`src/rtl/rcsf_pkg.sv`:
```
/*
  Package of the reset cause and status flag block: register indices, field positions,
  reset values, mode encodings and the structs carried between its modules.
  Assumes an 8-bit processor core and a 32-bit classic Wishbone register bus.
*/
package rcsf_pkg;

  // ****************************************************************
  // register indices (byte address is four times the index)
  // ****************************************************************
  localparam logic [5:0] RCSF_IDX_CPU_CONTROL = 6'h0e;
  localparam logic [5:0] RCSF_IDX_PROC_STATUS = 6'h0f;
  localparam logic [5:0] RCSF_IDX_EVT_STATUS = 6'h10;
  localparam logic [5:0] RCSF_IDX_EVT_CLEAR = 6'h11;
  localparam logic [5:0] RCSF_IDX_EVT_ENABLE = 6'h12;

  // ****************************************************************
  // field positions
  // ****************************************************************
  localparam int RCSF_BIT_CARRY = 0;
  localparam int RCSF_BIT_HALF = 1;
  localparam int RCSF_BIT_ZERO = 2;
  localparam int RCSF_BIT_OVF = 3;
  localparam int RCSF_BIT_NONPOS = 4;
  localparam int RCSF_BIT_NONNEG = 5;
  localparam int RCSF_BIT_PD_N = 6;
  localparam int RCSF_BIT_TO_N = 7;
  localparam int RCSF_BIT_SPEED = 0;
  localparam int RCSF_BIT_DEPTH = 1;
  localparam int RCSF_EVT_OVF = 0;
  localparam int RCSF_EVT_SLEEP = 1;
  localparam int RCSF_EVT_IDLE = 2;
  localparam int RCSF_EVT_WAKE = 3;
  localparam int RCSF_EVT_NUM = 4;

  // ****************************************************************
  // reset values and counts
  // ****************************************************************
  localparam logic [5:0] RCSF_FLAGS_RST = 6'h00;
  localparam logic [1:0] RCSF_CAUSE_PIN = 2'h3;
  localparam logic [3:0] RCSF_EVT_RST = 4'h0;
  localparam logic [7:0] RCSF_BYTE_ZERO = 8'h00;
  localparam int RCSF_SYNC_STAGES = 2;

  // ****************************************************************
  // types
  // ****************************************************************
  typedef enum logic [1:0] {
    RCSF_MODE_SLOW = 2'b00,
    RCSF_MODE_FAST = 2'b01,
    RCSF_MODE_IDLE = 2'b10,
    RCSF_MODE_SLEEP = 2'b11
  } rcsf_mode_t;

  typedef struct packed {
    logic [7:0] a;
    logic [7:0] b;
    logic sub;
    logic decimal;
  } rcsf_alu_op_t;

  typedef struct packed {
    logic nonneg;
    logic nonpos;
    logic ovf;
    logic zero;
    logic half;
    logic carry;
  } rcsf_flags_t;

endpackage : rcsf_pkg

```
`src/rtl/rcsf_flag_calc.sv`:
```
/*
  Arithmetic flags of one 8-bit add or subtract, with decimal adjust for decimal adds.
  Assumes a purely combinational use; the caller registers the outputs.
*/
`timescale 1ns/1ns
module rcsf_flag_calc
  import rcsf_pkg::*;
(
  // operation
  input wire rcsf_alu_op_t op_i,
  // results
  output logic [7:0] result_o,
  output rcsf_flags_t flags_o
);

  logic [7:0] b_eff;
  logic [4:0] low;
  logic [8:0] sum;
  logic [8:0] tmp;
  logic [8:0] dec;
  logic c_into7;
  logic ovf;
  logic neg;
  logic dl;
  logic dh;

  always_comb begin
    b_eff = op_i.sub ? ~op_i.b : op_i.b;
    low = {1'b0, op_i.a[3:0]} + {1'b0, b_eff[3:0]} + {4'h0, op_i.sub};
    sum = {1'b0, op_i.a} + {1'b0, b_eff} + {8'h00, op_i.sub};
    c_into7 = op_i.a[7] ^ b_eff[7] ^ sum[7];
    ovf = c_into7 ^ sum[8];
    neg = sum[7] ^ ovf;
    dl = low[4] | (sum[3:0] > 4'h9);
    tmp = sum + (dl ? 9'h006 : 9'h000);
    dh = sum[8] | tmp[8] | (tmp[7:4] > 4'h9);
    dec = {1'b0, tmp[7:0]} + (dh ? 9'h060 : 9'h000);
    flags_o.ovf = ovf;
    flags_o.nonneg = ~neg;
    flags_o.nonpos = neg | ((sum[7:0] == 8'h00) & ~ovf);
    if (op_i.decimal && !op_i.sub) begin
      result_o = dec[7:0];
      flags_o.carry = dh;
      flags_o.half = dl;
      flags_o.zero = (dec[7:0] == 8'h00);
    end else begin
      result_o = sum[7:0];
      flags_o.carry = sum[8];
      flags_o.half = low[4];
      flags_o.zero = (sum[7:0] == 8'h00);
    end
  end

endmodule : rcsf_flag_calc

```
`src/rtl/rcsf_reset_sync.sv`:
```
/*
  Combines every reset source into one internal reset, asserted at once, released on clk.
  Assumes the sources are levels; the pin input is active low.
*/
`timescale 1ns/1ns
module rcsf_reset_sync
  import rcsf_pkg::*;
(
  // clock
  input wire logic clk_i,
  // sources
  input wire logic rst_i,
  input wire logic por_i,
  input wire logic wdt_timeout_i,
  input wire logic ext_reset_n_pin_i,
  // internal reset
  output logic sys_rst_o
);

  logic [RCSF_SYNC_STAGES-1:0] stage_r;
  logic raw_rst;

  assign raw_rst = rst_i | por_i | wdt_timeout_i | ~ext_reset_n_pin_i;

  // set at once, released after two clean edges
  always_ff @(posedge clk_i or posedge raw_rst) begin
    if (raw_rst) begin
      stage_r <= '1;
    end else begin
      stage_r <= {stage_r[RCSF_SYNC_STAGES-2:0], 1'b0};
    end
  end

  assign sys_rst_o = stage_r[RCSF_SYNC_STAGES-1];

endmodule : rcsf_reset_sync

```
`src/rtl/rcsf_top.sv`:
```
/*
  Reset cause and processor status flag block: internal reset, status register with
  arithmetic flags and cause flags, cpu control register, operating mode and event irq.
  Assumes a classic Wishbone master, a core giving one-cycle instruction pulses.
*/
`timescale 1ns/1ns

// Behaviour
// - power-on detection, watchdog expiry or a low reset pin each reset the device.
// - the reset pin is active low, low holds reset and high releases it, with a pull-up.
// - bit 0 holds the add carry and for subtraction the inverse of the borrow.
// - bit 1 holds the half carry of the last result and bit 2 marks a zero result.
// - bit 3 is set when a signed operation carries into or borrows from the sign bit.
// - bit 4 is set for a signed hex result at or below zero, decimal ops keep it.
// - bit 5 is set for a signed hex result at or above zero, decimal ops keep it.
// - with overflow set, bit 5 marks overflow and bit 4 marks underflow.
// - the low-active power-down flag clears on sleep entry and sets on clear, power-on or pin.
// - the low-active time-out flag clears on watchdog reset and sets on clear, sleep, power-on, pin.
// - a reset restores every register except the two cause flags.
// - the cause pair reads 00 watchdog in sleep, 01 watchdog awake, 11 power-on or pin.
// - each reset reloads the speed-select bit from the initial-mode option.
// - with the option set to slow, execution starts in slow mode after any reset.
// - speed select one gives fast mode on the pll, zero slow mode on the slow oscillator.
// - the sleep instruction with sleep depth zero enters sleep and clears power-down.
module rcsf_top
  import rcsf_pkg::*;
(
  // clock and bus reset
  input wire logic clk_i,
  input wire logic rst_i,
  // reset sources and option
  input wire logic por_i,
  input wire logic wdt_timeout_i,
  input wire logic ext_reset_n_pin_i,
  input wire logic initial_mode_option_i,
  // core events
  input wire logic alu_upd_i,
  input wire rcsf_alu_op_t alu_op_i,
  input wire logic watchdog_clear_instr_i,
  input wire logic sleep_instr_i,
  input wire logic wake_i,
  // wishbone slave
  input wire logic wb_cyc_i,
  input wire logic wb_stb_i,
  input wire logic wb_we_i,
  input wire logic [7:0] wb_adr_i,
  input wire logic [3:0] wb_sel_i,
  input wire logic [31:0] wb_dat_i,
  output logic [31:0] wb_dat_o,
  output logic wb_ack_o,
  // status and control outputs
  output logic sys_rst_o,
  output logic [7:0] status_o,
  output logic [7:0] alu_result_o,
  output logic speed_select_o,
  output logic sleep_depth_o,
  output rcsf_mode_t mode_o,
  output logic irq_o
);

  // ****************************************************************
  // internal reset
  // ****************************************************************
  logic sys_rst;
  logic sys_rst_r;

  rcsf_reset_sync u_reset_sync (
    .clk_i(clk_i),
    .rst_i(rst_i),
    .por_i(por_i),
    .wdt_timeout_i(wdt_timeout_i),
    .ext_reset_n_pin_i(ext_reset_n_pin_i),
    .sys_rst_o(sys_rst)
  );

  always_ff @(posedge clk_i) begin
    sys_rst_r <= sys_rst;
  end

  assign sys_rst_o = sys_rst_r;

  // ****************************************************************
  // bus decode
  // ****************************************************************
  logic ack_r;
  logic [31:0] rdata_r;
  logic req;
  logic wr_en;
  logic [5:0] idx;
  logic lane0;

  assign req = wb_cyc_i & wb_stb_i;
  assign idx = wb_adr_i[7:2];
  assign lane0 = wb_sel_i[0];
  assign wr_en = req & wb_we_i & ack_r & lane0;

  // ****************************************************************
  // arithmetic flags
  // ****************************************************************
  rcsf_flags_t calc_flags;
  rcsf_flags_t flags_r;
  logic [7:0] calc_result;
  logic [7:0] result_r;

  rcsf_flag_calc u_flag_calc (
    .op_i(alu_op_i),
    .result_o(calc_result),
    .flags_o(calc_flags)
  );

  // hardware update wins over a software write in the same cycle
  always_ff @(posedge clk_i) begin
    if (sys_rst) begin
      flags_r <= RCSF_FLAGS_RST;
      result_r <= RCSF_BYTE_ZERO;
    end else if (alu_upd_i) begin
      flags_r.carry <= calc_flags.carry;
      flags_r.half <= calc_flags.half;
      flags_r.zero <= calc_flags.zero;
      flags_r.ovf <= calc_flags.ovf;
      result_r <= calc_result;
      if (!alu_op_i.decimal) begin
        flags_r.nonpos <= calc_flags.nonpos;
        flags_r.nonneg <= calc_flags.nonneg;
      end
    end else if (wr_en && idx == RCSF_IDX_PROC_STATUS) begin
      flags_r <= wb_dat_i[5:0];
    end
  end

  // ****************************************************************
  // cause flags: never touched by the internal reset
  // ****************************************************************
  logic [1:0] cause_r;
  logic sleep_entry;
  logic running;

  assign running = (mode_o == RCSF_MODE_SLOW) || (mode_o == RCSF_MODE_FAST);
  assign sleep_entry = sleep_instr_i & ~sleep_depth_o & running & ~sys_rst;

  always_ff @(posedge clk_i) begin
    if (rst_i || por_i || !ext_reset_n_pin_i) begin
      cause_r <= RCSF_CAUSE_PIN;
    end else if (wdt_timeout_i) begin
      cause_r[1] <= 1'b0;
    end else if (watchdog_clear_instr_i) begin
      cause_r <= RCSF_CAUSE_PIN;
    end else if (sleep_entry) begin
      cause_r <= 2'b10;
    end
  end

  assign status_o = {cause_r, flags_r};
  assign alu_result_o = result_r;

  // ****************************************************************
  // cpu control register
  // ****************************************************************
  logic speed_r;
  logic depth_r;

  always_ff @(posedge clk_i) begin
    if (sys_rst) begin
      speed_r <= initial_mode_option_i;
      depth_r <= 1'b0;
    end else if (wr_en && idx == RCSF_IDX_CPU_CONTROL) begin
      speed_r <= wb_dat_i[RCSF_BIT_SPEED];
      depth_r <= wb_dat_i[RCSF_BIT_DEPTH];
    end
  end

  assign speed_select_o = speed_r;
  assign sleep_depth_o = depth_r;

  // ****************************************************************
  // operating mode
  // ****************************************************************
  rcsf_mode_t mode_r;
  rcsf_mode_t mode_nxt;

  always_comb begin
    mode_nxt = mode_r;
    unique case (mode_r)
      RCSF_MODE_SLOW, RCSF_MODE_FAST: begin
        if (sleep_instr_i) begin
          mode_nxt = depth_r ? RCSF_MODE_IDLE : RCSF_MODE_SLEEP;
        end else begin
          mode_nxt = speed_r ? RCSF_MODE_FAST : RCSF_MODE_SLOW;
        end
      end
      RCSF_MODE_IDLE, RCSF_MODE_SLEEP: begin
        if (wake_i) begin
          mode_nxt = speed_r ? RCSF_MODE_FAST : RCSF_MODE_SLOW;
        end
      end
    endcase
  end

  always_ff @(posedge clk_i) begin
    if (sys_rst) begin
      mode_r <= initial_mode_option_i ? RCSF_MODE_FAST : RCSF_MODE_SLOW;
    end else begin
      mode_r <= mode_nxt;
    end
  end

  assign mode_o = mode_r;

  // ****************************************************************
  // event status, enable and interrupt
  // ****************************************************************
  logic [RCSF_EVT_NUM-1:0] evt;
  logic [RCSF_EVT_NUM-1:0] evt_sts_r;
  logic [RCSF_EVT_NUM-1:0] evt_en_r;
  logic [RCSF_EVT_NUM-1:0] evt_clr;
  logic irq_r;

  assign evt[RCSF_EVT_OVF] = alu_upd_i & calc_flags.ovf & ~sys_rst;
  assign evt[RCSF_EVT_SLEEP] = sleep_entry;
  assign evt[RCSF_EVT_IDLE] = sleep_instr_i & depth_r & running & ~sys_rst;
  assign evt[RCSF_EVT_WAKE] = wake_i & ~running & ~sys_rst;
  assign evt_clr = (wr_en && idx == RCSF_IDX_EVT_CLEAR) ? wb_dat_i[RCSF_EVT_NUM-1:0] : '0;

  // set wins over clear
  always_ff @(posedge clk_i) begin
    if (sys_rst) begin
      evt_sts_r <= RCSF_EVT_RST;
    end else begin
      evt_sts_r <= (evt_sts_r & ~evt_clr) | evt;
    end
  end

  always_ff @(posedge clk_i) begin
    if (sys_rst) begin
      evt_en_r <= RCSF_EVT_RST;
    end else if (wr_en && idx == RCSF_IDX_EVT_ENABLE) begin
      evt_en_r <= wb_dat_i[RCSF_EVT_NUM-1:0];
    end
  end

  always_ff @(posedge clk_i) begin
    if (sys_rst) begin
      irq_r <= 1'b0;
    end else begin
      irq_r <= |(evt_sts_r & evt_en_r);
    end
  end

  assign irq_o = irq_r;

  // ****************************************************************
  // bus answer
  // ****************************************************************
  always_ff @(posedge clk_i) begin
    if (rst_i) begin
      ack_r <= 1'b0;
    end else begin
      ack_r <= req & ~ack_r;
    end
  end

  always_ff @(posedge clk_i) begin
    if (rst_i) begin
      rdata_r <= '0;
    end else if (req && !ack_r) begin
      rdata_r <= '0;
      unique case (idx)
        RCSF_IDX_CPU_CONTROL: rdata_r[1:0] <= {depth_r, speed_r};
        RCSF_IDX_PROC_STATUS: rdata_r[7:0] <= {cause_r, flags_r};
        RCSF_IDX_EVT_STATUS: rdata_r[RCSF_EVT_NUM-1:0] <= evt_sts_r;
        RCSF_IDX_EVT_ENABLE: rdata_r[RCSF_EVT_NUM-1:0] <= evt_en_r;
        default: rdata_r <= '0;
      endcase
    end
  end

  assign wb_ack_o = ack_r;
  assign wb_dat_o = rdata_r;

  // ****************************************************************
  // assertions
  // ****************************************************************
  property p_pin_reset;
    @(posedge clk_i) !ext_reset_n_pin_i |=> sys_rst;
  endproperty
  a_pin_reset: assert property (p_pin_reset) else $error("pin low did not reset");

  property p_src_reset;
    @(posedge clk_i) (por_i || wdt_timeout_i) |=> sys_rst;
  endproperty
  a_src_reset: assert property (p_src_reset) else $error("source did not reset");

  property p_release;
    @(posedge clk_i) $fell(sys_rst) |-> $past(!por_i && !wdt_timeout_i && ext_reset_n_pin_i, 2);
  endproperty
  a_release: assert property (p_release) else $error("reset released too early");

  property p_cause_pin;
    @(posedge clk_i) (por_i || !ext_reset_n_pin_i) |=> status_o[7:6] == 2'b11;
  endproperty
  a_cause_pin: assert property (p_cause_pin) else $error("cause not 11");

  property p_wdt_cause;
    @(posedge clk_i) disable iff (rst_i)
      (wdt_timeout_i && !por_i && ext_reset_n_pin_i)
      |=> !status_o[7] && $stable(status_o[6]);
  endproperty
  a_wdt_cause: assert property (p_wdt_cause) else $error("watchdog cause wrong");

  property p_sleep_pd;
    @(posedge clk_i) disable iff (rst_i)
      (sleep_entry && !por_i && ext_reset_n_pin_i && !wdt_timeout_i && !watchdog_clear_instr_i)
      |=> status_o[7:6] == 2'b10 ##1 (mode_o == RCSF_MODE_SLEEP || $past(wake_i || sys_rst));
  endproperty
  a_sleep_pd: assert property (p_sleep_pd) else $error("sleep entry flags wrong");

  property p_speed_reload;
    @(posedge clk_i) sys_rst |=> speed_select_o == $past(initial_mode_option_i);
  endproperty
  a_speed_reload: assert property (p_speed_reload) else $error("speed not reloaded");

  property p_reset_flags;
    @(posedge clk_i) sys_rst |=> status_o[5:0] == RCSF_FLAGS_RST && !sleep_depth_o;
  endproperty
  a_reset_flags: assert property (p_reset_flags) else $error("flags not reset");

  property p_borrow;
    @(posedge clk_i) disable iff (sys_rst)
      (alu_upd_i && alu_op_i.sub && !alu_op_i.decimal && alu_op_i.a < alu_op_i.b)
      |=> !status_o[RCSF_BIT_CARRY];
  endproperty
  a_borrow: assert property (p_borrow) else $error("borrow not shown");

  property p_zero;
    @(posedge clk_i) disable iff (sys_rst)
      (alu_upd_i && !alu_op_i.decimal && !alu_op_i.sub && (alu_op_i.a == ~alu_op_i.b + 8'h01))
      |=> status_o[RCSF_BIT_ZERO];
  endproperty
  a_zero: assert property (p_zero) else $error("zero flag missing");

  property p_decimal_keep;
    @(posedge clk_i) disable iff (sys_rst)
      (alu_upd_i && alu_op_i.decimal) |=> $stable(status_o[5:4]);
  endproperty
  a_decimal_keep: assert property (p_decimal_keep) else $error("decimal moved sign flags");

  property p_overflow_dir;
    @(posedge clk_i) disable iff (sys_rst)
      (status_o[RCSF_BIT_OVF] && status_o[RCSF_BIT_NONNEG] && $past(alu_upd_i)
       && !$past(alu_op_i.decimal)) |-> alu_result_o[7];
  endproperty
  a_overflow_dir: assert property (p_overflow_dir) else $error("overflow direction wrong");

  property p_fast;
    @(posedge clk_i) disable iff (sys_rst)
      (running && !sleep_instr_i && speed_select_o) |=> mode_o == RCSF_MODE_FAST;
  endproperty
  a_fast: assert property (p_fast) else $error("fast mode not taken");

  c_wdt_in_sleep: cover property (@(posedge clk_i) status_o[7:6] == 2'b00);
  c_wdt_awake: cover property (@(posedge clk_i) status_o[7:6] == 2'b01);
  c_overflow: cover property (@(posedge clk_i) status_o[RCSF_BIT_OVF] && status_o[RCSF_BIT_NONPOS]);
  c_irq: cover property (@(posedge clk_i) irq_o);

endmodule : rcsf_top

```
`config.mk`:
```
export PLATFORM = sky130hd
export DESIGN_NAME = rcsf_top
export DESIGN_NICKNAME = d
export VERILOG_FILES = /design/src/rtl/rcsf_pkg.sv /design/src/rtl/rcsf_flag_calc.sv /design/src/rtl/rcsf_reset_sync.sv /design/src/rtl/rcsf_top.sv
export SDC_FILE = /design/constraint.sdc
export NUM_CORES = 1
export LEC_CHECK = 0
export ABC_AREA = 1
export BUFFER_PORTS_ARGS = -buffer_cell sky130_fd_sc_hd__buf_4
export CORE_AREA = 3 3 80 82
export CTS_BUF_LIST = sky130_fd_sc_hd__clkbuf_8 sky130_fd_sc_hd__clkbuf_16
export DETAILED_ROUTE_END_ITERATION = 8
export DIE_AREA = 0 0 83 85
export GPL_TIMING_DRIVEN = 0
export PLACE_DENSITY = 0.88
export SLEW_MARGIN = 20
export SYNTH_ARGS = -nofsm -noshare
export SYNTH_HDL_FRONTEND = slang
export SYNTH_SLANG_ARGS = --single-unit
```
`constraint.sdc`:
```
create_clock -name clk_i -period 3.1 [get_ports clk_i]
set_clock_uncertainty 0.2 [all_clocks]
set_input_delay 0.62 -clock clk_i [delete_from_list [all_inputs] [get_ports clk_i]]
set_output_delay 0.62 -clock clk_i [all_outputs]
set_load 0.1 [all_outputs]
```
==> impl_metrics.yaml <==
worst_setup_path:
  criticalPathCategory: "in -> reg"
  cp-start-kind: "input pin"
  cp_data_required_time_ns: 3.13
  cp-end-kind: "flop"
  r2r_start: "u_reset_sync.stage_r[1]$_DFF_PP1_"
  reg2reg_depth: 4
  startpoint: "alu_op_i[1]"
  crit_fanout: 5
  cp.arrival_ns: 4.40
hold_path:
  min-delay-path-class: "reg -> reg"
  holdPathStages: 0
  hp-start: "u_reset_sync.stage_r[0]$_DFF_PP1_"
logic_synthesis:
  synth_top_cell_by_area: "dfxtp_1"
  synth_edf_count: 3
  synth_warnings: 0
  async_reset_ff_share_pct: 4.88
  ys_seq_elements: 41
  syn_area_sq_um: 2890
  synth_top_cell_area_share_pct: 24.9
  synth_seq_area_share_pct: 29.8
  synth_area_leaders: "dfxtp_1, nand2_1, buf_4"
  syn_area_per_cell_sq_um: 7.16
  ys_types: 40
  syn-instance-count: 404
  synth_ff_type: "dfxtp_1"
clock_tree:
  cts_tree: "done"
  cts_hold_buf: 0
  worstSkewPairLatency_ns: 0.30
  root_buffer: "clkbuf_8"
  clk_path_buf_depth: 2
  clkSinkCount: 41
  htree_levels: 2
  cts_buffers: 5
  cts.clk_slew.worst_paths_ns: 0.08
pwr:
  vdd_ir_drop_max_mv: 0.301
  p_per_area_nw_per_um2: 523
  power.leakage_nw: 1.96
  power_w: 0.00212
status:
  outcome: "finished, violations left"
  violations: "setup timing"
timing:
  setup_slack_ns: -1.26
  setup_viol: 5
  timing.final.max_slew_violations: 0
  rsz0062_at_grt: "true"
  fmax_mhz: 229
  fin_crit_sh_pct: 141
  setup-tns-final_ns: -3.38
  post-route-min-period_ns: 4.36
  tightest_slew_ns: 0.505
  finalHoldViolCount: 0
  relSlewSlack_pct: 66.3
place:
  port_buffers: 73
  dp_cells: 576
  gp_congestion: 0.971
  dp_hpwl_microns: 6230
layout:
  fin_nets: 611
  fillCellCount: 467
  post-route-util_pct: 69.6
  layout_commonest_cell: "buf_4"
  finalNonFillerCells: 598
  drive_gt1_share_pct: 36.5
  area_growth_pct: 39.9
  num_antenna_cells: 0
  final_cell_mix: "buf_4, nand2_1, inv_1, dfxtp_1, o21ai_0"
floorplanning:
  core_sq_um: 5820
  die-area_sq_um: 7060
  die_w_microns: 83
  io_pins: 130
  rows: 28
  start_util_pct: 49.8
  die_h_microns: 85
global_route:
  grt_max_degree: 14
  grt.total_usage_pct: 22.1
  grt_pass1_vias: 2930
  antenna_found_initial: 0
  grt_overflow_total: 0
  grt_pass1_wl_microns: 13000
detailed_routing:
  drt-wirelength-per-cell_microns: 13.2
  viasPerCell: 5.04
  drt-pass1-iter-count: 4
  drtIter0Drc: 197
  vias: 3011
  antenna_left: 0
  wl_microns: 7880
  drc: 0
job:
  drv_cap: 0
==> path summary, 6_finish.rpt <==
check                      slack (ns)                                 to
setup / recovery                -1.26           status_o[2]$_SDFFE_PP0P_
hold / removal                   0.16  u_reset_sync.stage_r[1]$_DFF_PP1_
setup reg to reg                 1.10            mode_o[1]$_SDFFCE_PP0P_
hold reg to reg                  0.16  u_reset_sync.stage_r[1]$_DFF_PP1_
max in group asynchronous        2.08  u_reset_sync.stage_r[0]$_DFF_PP1_
min in group asynchronous        0.40  u_reset_sync.stage_r[1]$_DFF_PP1_
==> report_power, final <==
group	total, W	switching (W)	internal [W]
Combinational	0.00119	0.000774	0.000413
Clock	0.000339	0.000184	0.000155
Sequential	0.000593	0.0000239	0.000569
==> layer usage <==
metal | vias up | share of wire [%] | track usage, %
li1 | 1506 | - | -
met1 | 1372 | 38 | 23.2
met2 | 113 | 53 | 42.9
met3 | 20 | 5.4 | 3.59
met4 | 0 | 3.0 | 9.81
met5 | - | 0 | 0
==> through the flow <==
stage | hold slack, ns | setup slack, ns | area (sq um)
6_report | 0.158 | -1.26 | 4050
5_1_grt | 0.160 | -1.46 | 4050
4_1_cts | 0.158 | -1.20 | 4010
3_5_place_dp | 0.147 | -1.79 | 3720
3_3_place_gp | 0.147 | -1.66 | 3720
2_1_floorplan | 0.145 | -1.42 | 3080
==> sequential cells by signal, summed over array words and instances (netlist names) <==
name / flops
alu_result_o: 8
wb_dat_o: 8
status_o: 6
evt_en_r: 4
evt_sts_r: 4
cause_r: 2
mode_o: 2
u_reset_sync.stage_r: 2
irq_o: 1
sleep_depth_o: 1
speed_select_o: 1
sys_rst_o: 1
wb_ack_o: 1
==> timing repair <==
item                                    in CTS  in global routing
pin swaps                                   15                  3
setup buffers                               13                  1
gates cloned                                 0                  0
endpoints found under the setup margin       5                  5
gates resized for setup                     13                  7
==> area by class of cell <==
class                           instances  area [sq um]  area share, %
Clock buffer                            5          68.8           1.70
Sequential cell                        41           863           21.3
Inverter                               49           186           4.60
Buffer                                 32           241           5.96
Clock inverter                          3          17.5          0.432
Tap cell                               75          93.8           2.32
Multi-Input combinational cell        306          1900           47.0
Timing Repair Buffer                   87           677           16.7
==> worst max-delay path: stages <==
cell and delay [ns]:
buf_16 0.13, xor2_4 0.16, fa_2 0.39, xnor2_2 0.16, inv_2 0.06, o21ai_2 0.18
nand3_4 0.13, ha_4 0.19, fa_2 0.36, nand3_4 0.10, nor2_4 0.05, xnor2_2 0.14
nand2_1 0.06, nand3_1 0.09, nand2_2 0.10, ha_4 0.17, fa_2 0.40, or2_1 0.26
nor3_2 0.11, nand3_1 0.11, nor2_2 0.12, nand3_1 0.08, nand2_1 0.07, nand2_1 0.06
a21oi_2 0.10
==> synth_stat cells (all sizes together) (7+ instances only) <==
cell / instances
nor2: 31
buf: 26
a21oi: 31
nand2: 104
o21ai: 31
xor2: 9
o211ai: 7
inv: 49
nand4: 7
ha: 11
nand3: 24
dfxtp: 36
==> logic make-up (layout without fill, tap and decap cells) <==
logic type,after synthesis,count (layout),share of synthesized area [%]
adder cells (fa/ha/maj),14,14,6.83
buffers and inverters,81,176,14.2
flip-flops,41,41,29.8
other,1,25,0.130
XOR/XNOR,12,12,3.63
AO/OA/AOI/OAI,79,79,15.7
AND/OR/NAND/NOR,176,176,29.7
Note: power is estimated with default switching activity, not from simulation.
